--- config.mk ---
export PLATFORM = sky130hd
export DESIGN_NAME = pmc_regbank
export DESIGN_NICKNAME = d
export VERILOG_FILES = /design/src/inc/pmc_pkg.sv /design/src/inc/pmc_commit_if.sv /design/src/pmc_commit_timer.sv /design/src/pmc_regbank.sv
export SDC_FILE = /design/constraint.sdc
export NUM_CORES = 1
export LEC_CHECK = 0
export ABC_CLOCK_PERIOD_IN_PS = 3400
export BUFFER_PORTS_ARGS = -buffer_cell sky130_fd_sc_hd__buf_2
export CELL_PAD_IN_SITES_DETAIL_PLACEMENT = 0
export CELL_PAD_IN_SITES_GLOBAL_PLACEMENT = 2
export CORE_MARGIN = 10
export CORE_UTILIZATION = 34
export DETAILED_ROUTE_END_ITERATION = 10
export GPL_TIMING_DRIVEN = 0
export PLACE_DENSITY = 0.8
export SYNTH_ARGS = -nofsm -noshare
export SYNTH_HDL_FRONTEND = slang
export SYNTH_SLANG_ARGS = --single-unit
--- constraint.sdc ---
create_clock -name ref_clk -period 3.4 [get_ports ref_clk]
set_clock_uncertainty 0.1 [all_clocks]
set_input_delay 1.02 -clock ref_clk [delete_from_list [all_inputs] [get_ports ref_clk]]
set_output_delay 1.02 -clock ref_clk [all_outputs]
set_load 0.02 [all_outputs]
--- src/inc/pmc_pkg.sv ---
package pmc_pkg;
  typedef logic [15:0] pmc_word_t;
  typedef logic [7:0]  pmc_byte_t;

  localparam pmc_byte_t PTR_CFG  = 8'h00;
  localparam pmc_byte_t PTR_STAT = 8'h01;
  localparam pmc_byte_t PTR_BLW  = 8'h10;
  localparam pmc_byte_t PTR_POL  = 8'h11;
  localparam pmc_byte_t PTR_BHO  = 8'h12;
  localparam pmc_byte_t PTR_BLO  = 8'h13;
  localparam pmc_byte_t PTR_CRP  = 8'h14;
  localparam pmc_byte_t PTR_CRN  = 8'h15;
  localparam pmc_byte_t PTR_CAL  = 8'h16;

  localparam pmc_word_t CFG_RST  = 16'h399f;
  localparam pmc_word_t CFG_MASK = 16'h3fff;
  localparam pmc_word_t LIM_RST  = 16'h0000;

  localparam int CFG_SWRST = 15;
  localparam int CFG_BUS_RANGE_SELECT  = 13;
  localparam int CFG_PG_HI = 12;
  localparam int CFG_PG_LO = 11;
  localparam int CFG_BUS_CONV_SETTING  = 7;
  localparam int CFG_SHUNT_CONV_SETTING  = 3;
  localparam int BHO_POL   = 1;
  localparam int BHO_LATCH = 0;
  localparam int CRP_LATCH = 0;
  localparam int BUS_LSB   = 3;
  localparam int FLG_LSB   = 3;
  localparam int FLG_CONVERSION_DONE_FLAG  = 5;

  localparam logic [2:0] MODE_PDOWN = 3'h0;
  localparam logic [2:0] MODE_OFF   = 3'h4;

  localparam int COMMIT_NS  = 4000;
  localparam int CLK_NS     = 100;
  localparam int COMMIT_CYC = (COMMIT_NS + CLK_NS - 1) / CLK_NS;

  typedef enum logic [2:0] {
    ST_IDLE  = 3'b001,
    ST_WR_LO = 3'b010,
    ST_RD_LO = 3'b100
  } pmc_state_t;
endpackage

--- src/inc/pmc_commit_if.sv ---
`timescale 1ns/1ps
interface pmc_commit_if;
  logic start;
  logic busy;
  logic fire;
  modport ctl (output start, input busy, input fire);
  modport tmr (input start, output busy, output fire);
endinterface

--- src/pmc_commit_timer.sv ---
`timescale 1ns/1ps
module pmc_commit_timer #(
  parameter int unsigned CYCLES = pmc_pkg::COMMIT_CYC
) (
  input wire logic   ref_clk,
  input wire logic   rstn,
  pmc_commit_if.tmr  ci
);
  import pmc_pkg::*;
  logic [15:0] cnt;
  logic [15:0] age;

  // a new start restarts the wait; the caller commits the older write first
  always_ff @(posedge ref_clk) begin
    if (!rstn)
      cnt <= 16'h0000;
    else if (ci.start)
      cnt <= 16'(CYCLES);
    else if (cnt != 16'h0000)
      cnt <= cnt - 16'h0001;
  end

  assign ci.busy = (cnt != 16'h0000);
  assign ci.fire = (cnt == 16'h0001);

  always_ff @(posedge ref_clk) begin
    if (!rstn || ci.start)
      age <= 16'h0001;
    else if (age != 16'hffff)
      age <= age + 16'h0001;
  end
endmodule

--- src/pmc_regbank.sv ---
`timescale 1ns/1ps
module pmc_regbank (
  input  wire logic          ref_clk,
  input  wire logic          rstn,
  input  wire logic          ptr_load,
  input  pmc_pkg::pmc_byte_t ptr_byte,
  input  wire logic          wr_stb,
  input  pmc_pkg::pmc_byte_t wr_byte,
  input  wire logic          rd_stb,
  output pmc_pkg::pmc_byte_t rd_byte,
  output logic               rd_valid,
  input  pmc_pkg::pmc_word_t bus_voltage,
  input  pmc_pkg::pmc_word_t power_value,
  input  wire logic          warn_bus_high_hit,
  input  wire logic          warn_power_hit,
  input  wire logic          warn_shunt_pos_hit,
  input  wire logic          warn_shunt_neg_hit,
  input  wire logic          warn_latch,
  input  wire logic          warn_active_high,
  input  wire logic          critical_pos_flag_pos_hit,
  input  wire logic          critical_pos_flag_neg_hit,
  input  wire logic          conv_done,
  input  wire logic          convert_trig,
  input  wire logic          alert_hit,
  input  wire logic          math_ovf,
  output logic               warn_out,
  output logic               overlimit_out,
  output logic               bus_range_select,
  output logic               shunt_gain_hi,
  output logic               shunt_gain_lo,
  output logic [3:0]         bus_conv_setting,
  output logic [3:0]         shunt_conv_setting,
  output logic [2:0]         op_mode,
  output logic [1:0]         bus_res_code,
  output logic [2:0]         bus_avg_log2,
  output logic [1:0]         shunt_res_code,
  output logic [2:0]         shunt_avg_log2,
  output pmc_pkg::pmc_word_t critical_pos_flag_pos_thresh,
  output pmc_pkg::pmc_word_t critical_pos_flag_neg_thresh,
  output pmc_pkg::pmc_word_t scale_cal
);
  import pmc_pkg::*;

  pmc_state_t  st;
  pmc_byte_t   ptr;
  pmc_byte_t   wr_hi;
  pmc_byte_t   rd_lo;
  pmc_byte_t   pend_ptr;
  pmc_word_t   pend_data;
  pmc_word_t   rd_data;
  pmc_word_t   cfg;
  pmc_word_t   blw;
  pmc_word_t   pol;
  pmc_word_t   bho;
  pmc_word_t   blo;
  pmc_word_t   crp;
  pmc_word_t   crn;
  pmc_word_t   cal;
  logic [15:3] flags;
  logic [15:3] hit;
  logic [15:3] lat;
  logic [15:3] clr;
  logic [15:3] next_flags;
  logic        wr_done;
  logic        commit;
  logic        sreset;
  logic        stat_rd;
  logic        conversion_done_flag_clr;
  logic        pend_vld;

  pmc_commit_if ci ();

  pmc_commit_timer #(.CYCLES(COMMIT_CYC)) u_timer (
    .ref_clk (ref_clk),
    .rstn    (rstn),
    .ci      (ci.tmr)
  );

  // field code -> {resolution code, log2 of averaged samples}
  function automatic logic [4:0] adc_decode(input logic [3:0] code);
    if (!code[3])
      adc_decode = {code[1:0], 3'h0};
    else
      adc_decode = {2'h3, code[2:0]};
  endfunction

  assign wr_done  = wr_stb && !ptr_load && (st == ST_WR_LO);
  assign ci.start = wr_done;
  // a back-to-back write pushes the older pending value in early rather than losing it
  assign commit   = pend_vld && (ci.fire || (wr_done && ci.busy));
  assign sreset   = commit && (pend_ptr == PTR_CFG) && pend_data[CFG_SWRST];
  assign stat_rd  = rd_stb && !ptr_load && (st == ST_IDLE) && (ptr == PTR_STAT);
  assign conversion_done_flag_clr = convert_trig || (commit && (pend_ptr == PTR_CFG) &&
                    (pend_data[2:0] != MODE_PDOWN) && (pend_data[2:0] != MODE_OFF));

  // byte phase tracking; a pointer load always restarts at the high byte
  always_ff @(posedge ref_clk) begin
    if (!rstn || sreset) begin
      st  <= ST_IDLE;
      ptr <= PTR_CFG;
    end else if (ptr_load) begin
      st  <= ST_IDLE;
      ptr <= ptr_byte;
    end else begin
      case (st)
        ST_IDLE: begin
          if (wr_stb)
            st <= ST_WR_LO;
          else if (rd_stb)
            st <= ST_RD_LO;
        end
        ST_WR_LO: begin
          if (wr_stb)
            st <= ST_IDLE;
        end
        ST_RD_LO: begin
          if (rd_stb)
            st <= ST_IDLE;
        end
        default: st <= ST_IDLE;
      endcase
    end
  end

  always_comb begin
    case (ptr)
      PTR_CFG:  rd_data = cfg;
      PTR_STAT: rd_data = {flags, 3'h0};
      PTR_BLW:  rd_data = blw;
      PTR_POL:  rd_data = pol;
      PTR_BHO:  rd_data = bho;
      PTR_BLO:  rd_data = blo;
      PTR_CRP:  rd_data = crp;
      PTR_CRN:  rd_data = crn;
      PTR_CAL:  rd_data = cal;
      default:  rd_data = 16'h0000;
    endcase
  end

  // low byte is snapshotted with the high one so the pair stays coherent
  always_ff @(posedge ref_clk) begin
    if (!rstn || sreset) begin
      rd_byte  <= 8'h00;
      rd_lo    <= 8'h00;
      rd_valid <= 1'b0;
      wr_hi    <= 8'h00;
    end else begin
      rd_valid <= 1'b0;
      if (wr_stb && !ptr_load && st == ST_IDLE)
        wr_hi <= wr_byte;
      if (rd_stb && !ptr_load && st == ST_IDLE) begin
        rd_byte  <= rd_data[15:8];
        rd_lo    <= rd_data[7:0];
        rd_valid <= 1'b1;
      end else if (rd_stb && !ptr_load && st == ST_RD_LO) begin
        rd_byte  <= rd_lo;
        rd_valid <= 1'b1;
      end
    end
  end

  always_ff @(posedge ref_clk) begin
    if (!rstn || sreset) begin
      pend_ptr  <= PTR_CFG;
      pend_data <= 16'h0000;
    end else if (wr_done) begin
      pend_ptr  <= ptr;
      pend_data <= {wr_hi, wr_byte};
    end
  end

  // a write dropped by a soft reset must not commit when its timer later runs out
  always_ff @(posedge ref_clk) begin
    if (!rstn || sreset)
      pend_vld <= 1'b0;
    else if (wr_done)
      pend_vld <= 1'b1;
    else if (commit)
      pend_vld <= 1'b0;
  end

  // reads see the old value until the commit delay has run out or a back-to-back write pushes it in early
  always_ff @(posedge ref_clk) begin
    if (!rstn || sreset) begin
      cfg <= CFG_RST;
      blw <= LIM_RST;
      pol <= LIM_RST;
      bho <= LIM_RST;
      blo <= LIM_RST;
      crp <= LIM_RST;
      crn <= LIM_RST;
      cal <= LIM_RST;
    end else if (commit) begin
      case (pend_ptr)
        PTR_CFG: cfg <= pend_data & CFG_MASK;
        PTR_BLW: blw <= pend_data;
        PTR_POL: pol <= pend_data;
        PTR_BHO: bho <= pend_data;
        PTR_BLO: blo <= pend_data;
        PTR_CRP: crp <= pend_data;
        PTR_CRN: crn <= pend_data;
        PTR_CAL: cal <= pend_data;
        default: cfg <= cfg;
      endcase
    end
  end

  assign bus_range_select   = cfg[CFG_BUS_RANGE_SELECT];
  assign shunt_gain_hi      = cfg[CFG_PG_HI];
  assign shunt_gain_lo      = cfg[CFG_PG_LO];
  assign bus_conv_setting   = cfg[CFG_BUS_CONV_SETTING+3:CFG_BUS_CONV_SETTING];
  assign shunt_conv_setting = cfg[CFG_SHUNT_CONV_SETTING+3:CFG_SHUNT_CONV_SETTING];
  assign op_mode            = cfg[2:0];
  assign critical_pos_flag_pos_thresh    = crp;
  assign critical_pos_flag_neg_thresh    = crn;
  assign scale_cal          = cal;

  // decoded settings lag the field by one cycle
  always_ff @(posedge ref_clk) begin
    if (!rstn) begin
      bus_res_code   <= 2'h0;
      bus_avg_log2   <= 3'h0;
      shunt_res_code <= 2'h0;
      shunt_avg_log2 <= 3'h0;
    end else begin
      {bus_res_code, bus_avg_log2}     <= adc_decode(cfg[CFG_BUS_CONV_SETTING+3:CFG_BUS_CONV_SETTING]);
      {shunt_res_code, shunt_avg_log2} <= adc_decode(cfg[CFG_SHUNT_CONV_SETTING+3:CFG_SHUNT_CONV_SETTING]);
    end
  end

  always_comb begin
    hit     = 13'h0000;
    hit[15] = warn_bus_high_hit;
    hit[14] = bus_voltage[15:BUS_LSB] < blw[15:BUS_LSB];
    hit[13] = warn_power_hit;
    hit[12] = warn_shunt_pos_hit;
    hit[11] = warn_shunt_neg_hit;
    hit[10] = bus_voltage[15:BUS_LSB] > bho[15:BUS_LSB];
    hit[9]  = bus_voltage[15:BUS_LSB] < blo[15:BUS_LSB];
    hit[8]  = power_value > pol;
    hit[7]  = critical_pos_flag_pos_hit;
    hit[6]  = critical_pos_flag_neg_hit;
    hit[5]  = conv_done;
    hit[4]  = alert_hit;
    hit[3]  = math_ovf;
    lat     = {{5{warn_latch}}, {3{bho[BHO_LATCH]}}, {2{crp[CRP_LATCH]}}, 3'h7};
    clr     = {13{stat_rd}};
    clr[FLG_CONVERSION_DONE_FLAG] = stat_rd || conversion_done_flag_clr;
  end

  // set always beats clear so an event in the reading cycle survives
  for (genvar i = FLG_LSB; i <= 15; i++) begin : g_flag
    assign next_flags[i] = hit[i] || (flags[i] && lat[i] && !clr[i]);
  end

  // outputs use next_flags so the pins move with the flag, not a cycle later
  always_ff @(posedge ref_clk) begin
    if (!rstn || sreset) begin
      flags         <= 13'h0000;
      warn_out      <= 1'b0;
      overlimit_out <= 1'b1;
    end else begin
      flags         <= next_flags;
      warn_out      <= (|next_flags[15:11]) == warn_active_high;
      overlimit_out <= (|next_flags[10:8]) == bho[BHO_POL];
    end
  end
endmodule

==> qor.yml <==
path_max_fanout: 10
synth_top_family_by_area: "simple AND/OR/NAND/NOR gates"
viasPerCell: 5.29
final.setup.tns_ns: 0
synthCells: 1367
die_w_microns: 200
portBuffers: 142
grt_pass1_wl_microns: 64400
startpoint_type: "input pin"
cts_hold_buf: 0
synthMuxAreaShare_pct: 5.92
synth.area.top_cells: "dfxtp_1 (42%), nand2_1 (11%), a21oi_1 (8.9%)"
firstDrtPassIters: 5
fin_crit_sh_pct: 94.5
power_density_nw_per_um2: 520
synth_compound_area_share_pct: 17.4
place.gp.congestion: 0.912
synth_top_area_cell: "dfxtp_1"
wl_microns: 43700
grt_max_degree: 14
fmax_ghz: 0.311
path_class: "input pin to flop"
async_reset_ff_share_pct: 0
post-cts-setup-buffer-count: 0
seq_area_frac_synth_pct: 41.6
rr_worst_depth: 9
wl_per_cell_microns: 22.3
grt_pass1_vias: 10047
drtAntennaViolNets: 0
min_period_ns: 3.21
cts_resized: 2
fp.dieH_microns: 200
antenna_found_initial: 0
grt_overflow: 0
root_buffer: "clkbuf_16"
fill_cells: 3342
grt.total_usage_pct: 21.5
start_util_pct: 34.6
insertion_delay_ns: 0.54
synth_commonest_cells: "nand2_1 (325), dfxtp_1 (228), a21oi_1 (194)"
fin_util_pct: 41.5
syn-cell-area_sq_um: 11000
dp_hpwl_microns: 33000
vias: 10376
clk_pin_slew_ns: 0.06
whs_ns: 0.348
crit_required_ns: 3.76
drt_iter0_drc: 862
synthesis.nets: 1488
cts_buffers: 28
tightest_slew_ns: 1.11
report.final.slew_viol_count: 0
row_count: 65
cp.arrival_ns: 3.58
setup_violations: 0
pin_count: 148
num-nets-final: 1661
drive_above_1_share_pct: 16.5
hold_depth: 2
cap_violations: 0
core_area_sq_um: 31700
yosys_most_used_dff: "dfxtp_1"
synth_edf_count: 0
ys.warnings.count: 0
antenna_cells: 0
drc: 0
hold_viol_final: 0
synthAdderAreaFrac_pct: 6.39
hold_class: "flop to flop"
yosys_register_bits: 228
synth.distinct_cells: 72
synth_xor_area_share_pct: 0.958
power.leakage_uw: 0.00500
cts_tree: "built"
synth.top_cell.area_share_pct: 41.6
cts_buffer_depth: 3
critPathCaptureType: "flop"
synth-simple-area-share_pct: 21.5
post-synth-top-count-cell: "nand2_1"
status: "finished, final reports clean"
rsz0062_at_grt: "yes"
slew_headroom_pct: 25.8
cts.sinks: 228
cts_max_level: 1
dieArea_sq_um: 39800
area_growth_pct: 20.1
syn_area_per_cell_sq_um: 8.02
ir_drop_mv: 0.348
## worst max-delay path, cell delays in order
cell and delay (ns):
buf_2 0.13, nor2_1 0.20, and4b_1 0.22, clkbuf_1 0.28, o21ai_1 0.22, and2_1 0.21, buf_6 0.15, nor4_4 0.55
buf_2 0.33, nand2_1 0.08, a21oi_1 0.18
## routing by layer
metal  part of all wire, %  vias up  GRT usage, %
met5                     0        -             0
met2                    47      282          35.1
met4                   2.8        0          6.67
met1                    44     4987          28.6
met3                   5.9       64          3.21
li1                      -     5043             -
## layout make-up
class	instances	area, sq um	share of cell area, %
Sequential cell	228	4560	34.6
Clock buffer	40	817	6.20
Tap cell	402	503	3.82
Buffer	95	469	3.56
Multi-Input combinational cell	981	5730	43.5
Inverter	63	236	1.79
Timing Repair Buffer	143	718	5.45
Clock inverter	11	139	1.05
## registers in the layout (all words and copies together) (netlist names), 2 cells and up
| register | count |
|---|---|
| blw | 16 |
| u_timer.cnt | 16 |
| cfg | 14 |
| shunt_avg_log2 | 3 |
| pol | 16 |
| ptr | 8 |
| rd_byte | 8 |
| bus_res_code | 2 |
| bus_avg_log2 | 3 |
| bho | 16 |
| critical_pos_flag_pos_thresh | 16 |
| wr_hi | 8 |
| rd_lo | 8 |
| critical_pos_flag_neg_thresh | 16 |
| shunt_res_code | 2 |
| pend_data | 16 |
| pend_ptr | 8 |
| flags | 13 |
| st | 3 |
| scale_cal | 16 |
| blo | 16 |
## through the flow
step | total power, uW | instance area, sq um | std cells | worst slack [ns]
floorplan | 3530 | 11000 | 1367 | 0.380
global placement | 3790 | 12200 | 1911 | -0.490
finish | 6860 | 13200 | 1963 | 0.186
detailed placement | 3810 | 12200 | 1912 | -0.483
CTS | 6900 | 13200 | 1963 | 0.0780
global route | 7130 | 13200 | 1963 | -0.0130
## cells in the final DEF (no fill, tap or decap), drive strengths merged, types with 15 or more instances in the layout
master,Yosys,final
nand3,21,21
a21oi,194,194
o21ai,44,44
buf,38,180
a21o,15,15
dfxtp,228,228
mux2i,48,48
nor3,19,19
clkbuf,57,97
nor2,89,89
inv,63,64
nand2,325,325
nand4,15,15
ha,56,56
## cells by family (layout without fill, tap and decap cells)
logic type | Yosys count | after routing
simple gates | 530 | 530
compound gates | 326 | 326
flops | 228 | 228
buf+inv | 158 | 352
mux | 57 | 57
fa+ha+maj | 56 | 56
xor+xnor | 12 | 12
## power breakdown
group          internal, uW  switching (uW)  leakage (uW)
Clock                  1890            1210      0.000472
Combinational           359             529       0.00268
Sequential             2770            94.1       0.00185
Total                  5020            1830       0.00500
## worst paths after layout
check | slack (ns) | start | endpoint
worst min register to register | 0.35 | pol[4]$_SDFFE_PP0P_ | pol[4]$_SDFFE_PP0P_
worst min-delay path | 0.35 | pol[4]$_SDFFE_PP0P_ | pol[4]$_SDFFE_PP0P_
worst max register to register | 0.25 | pend_ptr[7]$_SDFFE_PP0P_ | wr_hi[3]$_SDFFE_PP0P_
worst max-delay path | 0.19 | ptr_load | bho[10]$_SDFFE_PP0P_
Power figures use the tool's default switching activity.
